==> config.mk <==
export PLATFORM = sky130hd
export DESIGN_NAME = dtg_top
export DESIGN_NICKNAME = d
export VERILOG_FILES = /design/src/pkg/dtg_pkg.sv /design/src/verilog/dtg_top.sv
export SDC_FILE = /design/constraint.sdc
export NUM_CORES = 1
export LEC_CHECK = 0
export BUFFER_PORTS_ARGS = -buffer_cell sky130_fd_sc_hd__buf_2
export CELL_PAD_IN_SITES_DETAIL_PLACEMENT = 1
export CELL_PAD_IN_SITES_GLOBAL_PLACEMENT = 2
export CORE_AREA = 2 2 160 162
export DETAILED_ROUTE_END_ITERATION = 6
export DIE_AREA = 0 0 162 164
export PLACE_DENSITY_LB_ADDON = 0.1
export SKIP_CTS_REPAIR_TIMING = 1
export SLEW_MARGIN = 20
export SYNTH_ARGS = -nofsm -noshare
export SYNTH_HDL_FRONTEND = slang
export SYNTH_SLANG_ARGS = --single-unit
export TNS_END_PERCENT = 5
==> constraint.sdc <==
create_clock -name clk_i -period 3.3 [get_ports clk_i]
set_input_delay 0.165 -clock clk_i [delete_from_list [all_inputs] [get_ports clk_i]]
set_output_delay 0.165 -clock clk_i [all_outputs]
set_load 0.02 [all_outputs]
==> src/pkg/dtg_pkg.sv <==
package dtg_pkg;

   // ---------------------------------------------------------------
   // clocks and timing
   // ---------------------------------------------------------------
   localparam int          CLK_HZ       = 25_000_000;
   localparam int          CRYS_HZ      = 3_579_545;
   localparam int          ACC_W        = 24;
   // crystal rate as a phase increment of the system clock
   localparam logic [24:0] CRYS_INC     =
      25'((64'(CRYS_HZ) << ACC_W) / 64'(CLK_HZ));
   localparam int          SEG_COUNT    = 32;
   localparam int          SEG_W        = $clog2(SEG_COUNT);
   localparam int          BURST_US     = 51_000;
   localparam int          BURST_CYCLES =
      int'((64'(BURST_US) * 64'(CLK_HZ)) / 64'd1_000_000);
   localparam int          GTP_CYCLES   = 1000;
   localparam int          GTA_CYCLES   = 1000;

   // ---------------------------------------------------------------
   // register addresses and fields
   // ---------------------------------------------------------------
   localparam logic ADDR_DATA   = 1'b0;
   localparam logic ADDR_CTRL   = 1'b1;
   localparam int   CTLA_TONE   = 0;
   localparam int   CTLA_CPSEL  = 1;
   localparam int   CTLA_IRQ    = 2;
   localparam int   CTLA_BSEL   = 3;
   localparam int   CTLB_BURST  = 0;
   localparam int   CTLB_TEST   = 1;
   localparam int   CTLB_SINGLE = 2;
   localparam int   CTLB_COLUMN = 3;
   localparam int   ST_IRQ      = 0;
   localparam int   ST_TXRDY    = 1;
   localparam int   ST_RXVALID  = 2;
   localparam int   ST_DSTEER_N = 3;

   // ---------------------------------------------------------------
   // reset values
   // ---------------------------------------------------------------
   localparam logic [3:0] CTLA_RST  = 4'h0;
   localparam logic [3:0] CTLB_RST  = 4'h0;
   localparam logic [3:0] CODE_RST  = 4'h0;
   localparam logic       TXRDY_RST = 1'b1;

   // ---------------------------------------------------------------
   // divider lengths in crystal ticks per segment
   // ---------------------------------------------------------------
   localparam logic [7:0] DIV_L1 = 8'ha0;
   localparam logic [7:0] DIV_L2 = 8'h92;
   localparam logic [7:0] DIV_L3 = 8'h84;
   localparam logic [7:0] DIV_L4 = 8'h76;
   localparam logic [7:0] DIV_H1 = 8'h5c;
   localparam logic [7:0] DIV_H2 = 8'h54;
   localparam logic [7:0] DIV_H3 = 8'h4c;
   localparam logic [7:0] DIV_H4 = 8'h44;

   typedef enum logic [1:0] {
      BURST_IDLE,
      BURST_ON,
      BURST_PAUSE
   } dtg_burst_type;

endpackage

==> src/verilog/dtg_top.sv <==
// Overview of operation
// [RL1] each tone period is 32 equal segments; frequency set by segment length
// [RL2] transmit write latches 4-bit code, converts to two-of-eight selection
// [RL3] divider counts to code-chosen terminal, pulses, restarts; pulse is segment
// [RL4] divider steps a sine table counter; separate row and column paths
// [RL5] all tone timing divided from the 3.579545 MHz crystal rate; burst, pause and guard times are counted in system clock cycles
// [RL6] transmit code equals receive code; standard low and high tones
// [RL7] divider lengths give the listed actual frequencies
// [RL8] burst mode, DTMF: 51 ms tone then 51 ms pause
// [RL9] after burst and pause, flag transmitter ready for next code
// [RL10] call progress mode doubles burst and pause to 102 ms
// [RL11] call progress with burst: transmit only, no tone pair decoding
// [RL12] host times odd bursts itself by toggling tone output, burst off
// [RL13] single tone mode makes only one low or one high tone
// [RL14] oscillator runs always; tone starts at once when enabled
// [RL15] tone pair shorter than recognition time leaves receive data alone
// [RL16] short dropouts keep code; code held after valid end until next
// [RL17] status bit 3 shows delayed steering, low while signal valid
// [RL18] status bit 2 set on new receive data, cleared by status read
// [RL19] interrupt active on new receive data, released by status read
// [RL20] tone output enable gates all transmit tone output
// [RL21] mode bit: set selects call progress, clear DTMF; no pair detection
// [RL22] each path presents its sine table code at every counter step
//
// The address map and strobed register access were chosen for this implementation.
`timescale 1ns/1ps
`default_nettype none

module dtg_top #(
   parameter int BURST_CYCLES = dtg_pkg::BURST_CYCLES,
   parameter int GTP_CYCLES   = dtg_pkg::GTP_CYCLES,
   parameter int GTA_CYCLES   = dtg_pkg::GTA_CYCLES
) (
   // clock and reset
   input  wire logic       clk_i,
   input  wire logic       resetn_i,
   // register port
   input  wire logic       addr_i,
   input  wire logic [3:0] wr_data_i,
   input  wire logic       wr_i,
   input  wire logic       rd_i,
   output logic      [3:0] rd_data_o,
   // receiver detector
   input  wire logic       early_steering_i,
   input  wire logic [3:0] rx_digit_code_i,
   output logic            steering_guard_o,
   // interrupt pin, open drain
   output logic            interrupt_or_tone_pin_o,
   output logic            interrupt_or_tone_pin_oe_o,
   // tone samples
   output logic      [7:0] row_sample_o,
   output logic      [7:0] col_sample_o,
   output logic            tone_active_o
);

   // ---------------------------------------------------------------
   // limits
   // ---------------------------------------------------------------
   localparam int          SW        = dtg_pkg::SEG_W;
   localparam logic [21:0] BURST_LEN = 22'(BURST_CYCLES);
   localparam logic [19:0] GTP_LAST  = 20'(GTP_CYCLES - 1);
   localparam logic [19:0] GTA_LAST  = 20'(GTA_CYCLES - 1);

   typedef struct packed {
      logic [23:0]            acc;
      logic                   tick;
      logic [7:0]             row_div;
      logic [7:0]             col_div;
      logic [SW-1:0]          row_step;
      logic [SW-1:0]          col_step;
      logic [7:0]             tx_sel;
      logic [3:0]             rx_code;
      logic [3:0]             ctla;
      logic [3:0]             ctlb;
      logic                   ctlb_pend;
      dtg_pkg::dtg_burst_type phase;
      logic [21:0]            bcnt;
      logic                   tx_ready;
      logic                   es_s1;
      logic                   es_s2;
      logic                   es_s3;
      logic                   es_lvl;
      logic [3:0]             code_s1;
      logic [3:0]             code_s2;
      logic [3:0]             code_s3;
      logic [3:0]             code_lvl;
      logic [19:0]            gcnt;
      logic                   dsteer;
      logic                   rx_valid;
      logic                   irq;
      logic [3:0]             rdata;
      logic [7:0]             row_smp;
      logic [7:0]             col_smp;
      logic                   active;
   } dtg_state_type;

   dtg_state_type state_reg;
   dtg_state_type state_next;

   // ---------------------------------------------------------------
   // functions
   // ---------------------------------------------------------------
   // low nibble selects the row tone, high nibble the column tone
   function automatic logic [7:0] two_of_eight(input logic [3:0] code);
      logic [3:0] row;
      logic [3:0] col;
      row = 4'h0;
      col = 4'h0;
      unique case (code)
         4'h1: begin row = 4'h1; col = 4'h1; end
         4'h2: begin row = 4'h1; col = 4'h2; end
         4'h3: begin row = 4'h1; col = 4'h4; end
         4'h4: begin row = 4'h2; col = 4'h1; end
         4'h5: begin row = 4'h2; col = 4'h2; end
         4'h6: begin row = 4'h2; col = 4'h4; end
         4'h7: begin row = 4'h4; col = 4'h1; end
         4'h8: begin row = 4'h4; col = 4'h2; end
         4'h9: begin row = 4'h4; col = 4'h4; end
         4'ha: begin row = 4'h8; col = 4'h2; end
         4'hb: begin row = 4'h8; col = 4'h1; end
         4'hc: begin row = 4'h8; col = 4'h4; end
         4'hd: begin row = 4'h1; col = 4'h8; end
         4'he: begin row = 4'h2; col = 4'h8; end
         4'hf: begin row = 4'h4; col = 4'h8; end
         4'h0: begin row = 4'h8; col = 4'h8; end
      endcase
      return {col, row};
   endfunction

   function automatic logic [7:0] seg_len(input logic [3:0] sel,
                                          input logic       high);
      logic [7:0] len;
      len = high ? dtg_pkg::DIV_H1 : dtg_pkg::DIV_L1;
      if (sel[1]) begin
         len = high ? dtg_pkg::DIV_H2 : dtg_pkg::DIV_L2;
      end
      if (sel[2]) begin
         len = high ? dtg_pkg::DIV_H3 : dtg_pkg::DIV_L3;
      end
      if (sel[3]) begin
         len = high ? dtg_pkg::DIV_H4 : dtg_pkg::DIV_L4;
      end
      return len;
   endfunction

   // returns {divider, step}; >= keeps a shortened length from overrunning
   function automatic logic [8+SW-1:0] advance(input logic [7:0]    cnt,
                                               input logic [SW-1:0] step,
                                               input logic [7:0]    len);
      logic [8+SW-1:0] res;
      res = {cnt + 8'h01, step};
      if (cnt >= len - 8'h01) begin
         res = {8'h00, SW'(step + 1'b1)}; // [RL1]
      end
      return res;
   endfunction

   // quarter-wave symmetric table, two's complement codes
   function automatic logic [7:0] sine_code(input logic [SW-1:0] idx);
      logic [3:0] h;
      logic [7:0] mag;
      h = idx[3:0];
      if (h > 4'h8) begin
         h = 4'h0 - h;
      end
      unique case (h)
         4'h0:    mag = 8'h00;
         4'h1:    mag = 8'h19;
         4'h2:    mag = 8'h31;
         4'h3:    mag = 8'h47;
         4'h4:    mag = 8'h5a;
         4'h5:    mag = 8'h6a;
         4'h6:    mag = 8'h75;
         4'h7:    mag = 8'h7d;
         default: mag = 8'h7f;
      endcase
      return idx[SW-1] ? (8'h00 - mag) : mag;
   endfunction

   // ---------------------------------------------------------------
   // next state
   // ---------------------------------------------------------------
   always_comb begin
      logic        tx_wr;
      logic        ctrl_wr;
      logic        st_rd;
      logic        active;
      logic        present;
      logic        rx_set;
      logic        tx_set;
      logic        irq_set;
      logic [21:0] blen;
      logic [19:0] glast;
      tx_wr   = wr_i & (addr_i == dtg_pkg::ADDR_DATA);
      ctrl_wr = wr_i & (addr_i == dtg_pkg::ADDR_CTRL);
      st_rd   = rd_i & (addr_i == dtg_pkg::ADDR_CTRL);
      rx_set  = 1'b0;
      tx_set  = 1'b0;
      active  = 1'b0;
      present = 1'b0;
      irq_set = 1'b0;
      blen    = BURST_LEN;
      glast   = GTP_LAST;
      state_next = state_reg;

      // crystal tick: carry of a phase accumulator, never gated
      {state_next.tick, state_next.acc} =
         {1'b0, state_reg.acc} + dtg_pkg::CRYS_INC; // [RL5] [RL14]

      if (state_reg.tick) begin
         {state_next.row_div, state_next.row_step} =
            advance(state_reg.row_div, state_reg.row_step,
                    seg_len(state_reg.tx_sel[3:0], 1'b0)); // [RL3] [RL4] [RL7]
         {state_next.col_div, state_next.col_step} =
            advance(state_reg.col_div, state_reg.col_step,
                    seg_len(state_reg.tx_sel[7:4], 1'b1)); // [RL3] [RL4] [RL7]
      end

      // tone output gating
      active = state_reg.ctla[dtg_pkg::CTLA_TONE] &
               (~state_reg.ctlb[dtg_pkg::CTLB_BURST] |
                (state_reg.phase == dtg_pkg::BURST_ON)); // [RL20] [RL12]
      state_next.active  = active;
      state_next.row_smp = 8'h00;
      state_next.col_smp = 8'h00;
      if (active & ~(state_reg.ctlb[dtg_pkg::CTLB_SINGLE] &
                     state_reg.ctlb[dtg_pkg::CTLB_COLUMN])) begin
         state_next.row_smp = sine_code(state_reg.row_step); // [RL22] [RL13]
      end
      if (active & ~(state_reg.ctlb[dtg_pkg::CTLB_SINGLE] &
                     ~state_reg.ctlb[dtg_pkg::CTLB_COLUMN])) begin
         state_next.col_smp = sine_code(state_reg.col_step); // [RL22] [RL13]
      end

      // register writes
      if (tx_wr) begin
         state_next.tx_sel = two_of_eight(wr_data_i); // [RL2] [RL6]
      end
      if (ctrl_wr) begin
         if (state_reg.ctlb_pend) begin
            state_next.ctlb      = wr_data_i;
            state_next.ctlb_pend = 1'b0;
         end else begin
            state_next.ctla      = wr_data_i;
            state_next.ctlb_pend = wr_data_i[dtg_pkg::CTLA_BSEL];
         end
      end

      // burst and pause timer
      blen = state_reg.ctla[dtg_pkg::CTLA_CPSEL] ? {BURST_LEN[20:0], 1'b0}
                                                 : BURST_LEN; // [RL8] [RL10]
      unique case (state_reg.phase)
         dtg_pkg::BURST_IDLE: begin
            state_next.bcnt = 22'h000000;
         end
         dtg_pkg::BURST_ON: begin
            state_next.bcnt = state_reg.bcnt + 22'h000001;
            if (state_reg.bcnt >= blen - 22'h000001) begin
               state_next.phase = dtg_pkg::BURST_PAUSE; // [RL8]
               state_next.bcnt  = 22'h000000;
            end
         end
         dtg_pkg::BURST_PAUSE: begin
            state_next.bcnt = state_reg.bcnt + 22'h000001;
            if (state_reg.bcnt >= blen - 22'h000001) begin
               state_next.phase = dtg_pkg::BURST_IDLE;
               tx_set = 1'b1; // [RL9]
            end
         end
         default: state_next.phase = dtg_pkg::BURST_IDLE;
      endcase
      if (tx_wr & state_reg.ctlb[dtg_pkg::CTLB_BURST]) begin
         state_next.phase = dtg_pkg::BURST_ON;
         state_next.bcnt  = 22'h000000;
      end
      if (~state_reg.ctlb[dtg_pkg::CTLB_BURST]) begin
         state_next.phase = dtg_pkg::BURST_IDLE;
      end
      // a finishing pause beats a same-cycle write clear
      state_next.tx_ready = tx_set | (state_reg.tx_ready & ~tx_wr); // [RL9]

      // receiver input synchronisers
      state_next.es_s1   = early_steering_i;
      state_next.es_s2   = state_reg.es_s1;
      state_next.es_s3   = state_reg.es_s2;
      state_next.code_s1 = rx_digit_code_i;
      state_next.code_s2 = state_reg.code_s1;
      state_next.code_s3 = state_reg.code_s2;
      if (state_reg.es_s2 == state_reg.es_s3) begin
         state_next.es_lvl = state_reg.es_s3;
      end
      if (state_reg.code_s2 == state_reg.code_s3) begin
         state_next.code_lvl = state_reg.code_s3;
      end

      // steering: a change must persist for the guard time
      present = state_reg.es_lvl &
                ~state_reg.ctla[dtg_pkg::CTLA_CPSEL]; // [RL11] [RL21]
      glast   = state_reg.dsteer ? GTA_LAST : GTP_LAST;
      state_next.gcnt = 20'h00000;
      if (present != state_reg.dsteer) begin
         state_next.gcnt = state_reg.gcnt + 20'h00001; // [RL15] [RL16]
         if (state_reg.gcnt >= glast) begin
            state_next.dsteer = present;
            state_next.gcnt   = 20'h00000;
            if (present) begin
               state_next.rx_code = state_reg.code_lvl; // [RL16]
               rx_set = 1'b1;
            end
         end
      end

      // receive flag and interrupt; a new event wins over the read clear
      state_next.rx_valid = rx_set | (state_reg.rx_valid & ~st_rd); // [RL18]
      irq_set = state_reg.ctla[dtg_pkg::CTLA_IRQ] &
                ~state_reg.ctla[dtg_pkg::CTLA_CPSEL] &
                (rx_set | (tx_set & state_reg.ctlb[dtg_pkg::CTLB_BURST]));
      state_next.irq = irq_set | (state_reg.irq & ~st_rd); // [RL19]

      // read data valid only in the cycle after the strobe
      state_next.rdata = 4'h0;
      if (rd_i) begin
         if (addr_i == dtg_pkg::ADDR_DATA) begin
            state_next.rdata = state_reg.rx_code;
         end else begin
            state_next.rdata[dtg_pkg::ST_IRQ]      = state_reg.irq;
            state_next.rdata[dtg_pkg::ST_TXRDY]    = state_reg.tx_ready;
            state_next.rdata[dtg_pkg::ST_RXVALID]  = state_reg.rx_valid;
            state_next.rdata[dtg_pkg::ST_DSTEER_N] = ~state_reg.dsteer; // [RL17]
         end
      end
   end

   // ---------------------------------------------------------------
   // state register
   // ---------------------------------------------------------------
   always_ff @(posedge clk_i or negedge resetn_i) begin
      if (!resetn_i) begin
         state_reg          <= '0;
         state_reg.tx_sel   <= 8'h88;
         state_reg.rx_code  <= dtg_pkg::CODE_RST;
         state_reg.ctla     <= dtg_pkg::CTLA_RST;
         state_reg.ctlb     <= dtg_pkg::CTLB_RST;
         state_reg.phase    <= dtg_pkg::BURST_IDLE;
         state_reg.tx_ready <= dtg_pkg::TXRDY_RST;
      end else begin
         state_reg <= state_next;
      end
   end

   // ---------------------------------------------------------------
   // outputs
   // ---------------------------------------------------------------
   assign rd_data_o                  = state_reg.rdata;
   assign steering_guard_o           = state_reg.dsteer;
   assign interrupt_or_tone_pin_o    = 1'b0;
   assign interrupt_or_tone_pin_oe_o = state_reg.irq;
   assign row_sample_o               = state_reg.row_smp;
   assign col_sample_o               = state_reg.col_smp;
   assign tone_active_o              = state_reg.active;

endmodule

`default_nettype wire

==> reports/metrics.cfg <==
[drt]
vias_per_cell = 5.19
drt_wl_total_mm = 20.5
avgRoutedWirePerCell_um = 16.5
ant_nets = 0
dr.pass1.iters = 4
drc_errors = 0
drtIter0Drc = 420
vias = 6448

[placed_design]
port_buffers = 36
gp_congestion = 0.757
post-dp-hpwl_mm = 14.6

[cts]
worstSkewPairLatency_ns = 0.42
cts_tree = built
cts_buffer_depth = 2
numCtsBuffers = 17
clkTransAtPathRegs_ns = 0.07
cts.sinks = 157
cts_htree_levels = 4
ctsRootBufferMaster = clkbuf_16

[power_and_ir_drop]
powerDensity_nw_per_um2 = 482
peakVddDrop_uv = 257
p_leak_nw = 4.32
total_power_mw = 4.65

[logic_synthesis]
synthDistinctLibCells = 75
synth_ff_type = dfrtp_1
synth_area_um2 = 8550
synth_edf_count = 0
ys_ff_latch = 157
ys_seq_area_share_pct = 46.0
synthArstFlopShare_pct = 100
syn_inst = 862
syn_area_per_cell_um2 = 9.92
ys_warn_count = 0

[sta]
final-setup-viol-count = 0
fin_setup_tns_ns = 0
tightest_slew_ns = 0.985
final-hold-violation-count = 0
maxSlewViolCount = 0
hold-worst-slack_ns = 0.0386
skew_ns = 0.0146
rsz0062_at_grt = no
slew_headroom_pct = 34.3
period_share_pct = 92.7
fmax_mhz = 327
min_period_ns = 3.06

[grt]
grt-ovfl-total = 0
grt_first_pass_wirelength_mm = 35.2
grt_pass1_vias = 6924
gr-usage-all-layers_pct = 16.4
antenna_found_initial = 0
grt_max_degree = 60

[setup_path]
rr_worst_depth = 14
worstPathCellList = inv_1 > ha_1 > a21oi_1 > mux2i_1 > inv_1 > ha_1 > inv_1 > nor2_1 > a211oi_2 > ha_1 > o21ai_0 > o41ai_1 > xnor2_1 > nor2_1
critPathKind = flip-flop to flip-flop
max_stage_delay_ns = 0.41
cp_slowest_cell = o41ai_1
crit_path_start_kind = flip-flop
r2r_end = col_sample_o[4]
startpoint = state_reg[110]
rrSetupSlack_ns = 0.24
crit_fanout = 7
critPathArrivalTime_ns = 3.33
reg2reg_from = state_reg[110]
endpoint_kind = flip-flop
crit_end = col_sample_o[4]
required_ns = 3.58

[worst_hold_path]
hold_path_depth = 2
holdCritPathClass = input pin to flip-flop

[die]
die-area_um2 = 26600
num_io_pins = 38
fp.dieH_um = 164
core_area_um2 = 24800
num_rows = 58
die_w_um = 162
start_util_pct = 34.5

[cells_and_area]
largest_reg_flops = 124
diodes = 0
fin_nets = 959
area_growth_syn_to_layout_pct = 13.0
layout-drive-gt1-share_pct = 14.1

[outcome]
status = completed

[flow_run]
drv_cap = 0

[synth_stat cells, drive strengths merged, types with 3 or more instances]
master   number  area [um2]
nor4          6        37.5
and2          5        31.3
nand2        65         244
ha           45         563
nor2b        10        62.6
nor3b         3        22.5
nor2         87         327
dfrtp       154        3850
inv          39         146
o41ai         3        26.3
a211oi        8        60.1
dfstp         3        78.8
mux2i        14         140
o21bai        5        37.5
clkbuf       14        53.8
nand2b       12        75.1
and4         13         116
o31ai         6        45.0
a21oi        33         180
nand3        44         225
or2           7        46.3
a41oi         5        51.3
a41o          3        30.0
o21a          3        22.5
a221oi        5        50.0
xnor2        42         375
a2111oi       3        32.5
a31oi         6        37.5
xor2         20         175
and3         16         101
o21ai        36         184
nand4        25         156
o211ai       10        75.1
or4           3        22.5
nor3         11        55.1
mux2         16         180
o22ai         4        31.3
buf          40         284
a22o          5        43.8
o311ai        7        61.3
a21o          4        30.0
[final cells by class]
| cell class | instances | area, um2 |
|---|---|---|
| multi-input combinational | 621 | 4190 |
| clock inverter | 14 | 128 |
| inverter | 40 | 150 |
| tap | 330 | 413 |
| sequential | 157 | 3930 |
| clock buffer | 18 | 439 |
| fill | 2831 | 15200 |
| timing repair buffer | 63 | 417 |
[metrics by stage]
stage	cell area, um2	instances	util [%]	setup WS [ns]
floorplan	8590	872	-	0.234
global placement	9030	1205	36.4	0.349
detailed placement	9030	1205	36.4	0.193
CTS	9600	1237	38.7	0.171
global route	9670	1243	38.9	0.0335
finish	9670	1243	38.9	0.241
[logic make-up (layout without fill, tap and decap cells)]
kind of cell	count (synthesis)	in the layout	synth area share (%)
simple gates	312	312	18.3
compound gates	160	160	13.1
flops	157	157	46.0
buf+inv	94	135	5.70
xor+xnor	62	62	6.44
fa+ha+maj	46	46	6.70
mux	30	30	3.74
other cells	1	11	0.0438
[layout by cell type, fill, tap and decap left out, drive strengths merged, types with 8 or more instances in the layout]
| master | count |
|---|---|
| o21ai | 36 |
| inv | 45 |
| dfrtp | 154 |
| nor2 | 87 |
| and4 | 13 |
| mux2 | 16 |
| xor2 | 20 |
| ha | 45 |
| conb | 11 |
| buf | 57 |
| nand3 | 44 |
| nand2 | 65 |
| a211oi | 8 |
| nor3 | 11 |
| nand2b | 12 |
| nor2b | 10 |
| nand4 | 25 |
| xnor2 | 42 |
| clkbuf | 18 |
| a21oi | 33 |
| mux2i | 14 |
| o211ai | 10 |
| and3 | 16 |
[worst max-delay path, delay by kind of cell, from the launching register on]
kind	cells	cell delay, ns
AO/OA/AOI/OAI	4	0.99
adder cells (fa/ha/maj)	3	0.70
flip-flops	1	0.34
buffers and inverters	3	0.30
multiplexers	1	0.25
XOR/XNOR	1	0.17
AND/OR/NAND/NOR	2	0.14
[worst min path at each step]
stage	start	end	slack, ns
floorplan	resetn_i	col_sample_o[0]	-0.13
global placement	resetn_i	state_reg[101]	0.17
finish	rd_i	rd_data_o[3]	0.04
detailed placement	resetn_i	state_reg[47]	0.18
CTS	resetn_i	state_reg[101]	-0.28
global route	rd_i	rd_data_o[2]	0.03
[power breakdown]
| group | leakage, nW | internal (mW) | switching, mW |
|---|---|---|---|
| registers | 2.01 | 2.06 | 0.0953 |
| clock network | 0.273 | 1.01 | 0.881 |
| logic | 2.04 | 0.237 | 0.366 |
| total | 4.32 | 3.31 | 1.34 |
[routing by layer]
metal  part of all wire (%)  GRT usage, %  wire length, um  vias to the layer above
met2                     48          28.0             9830                       76
met4                    1.3          4.34              272                        0
met5                      0             0                0                        -
li1                       -             -                -                     3106
met3                    2.6          3.23              525                       19
met1                     48          21.4             9850                     3247
(Power assumes the default switching activity.)
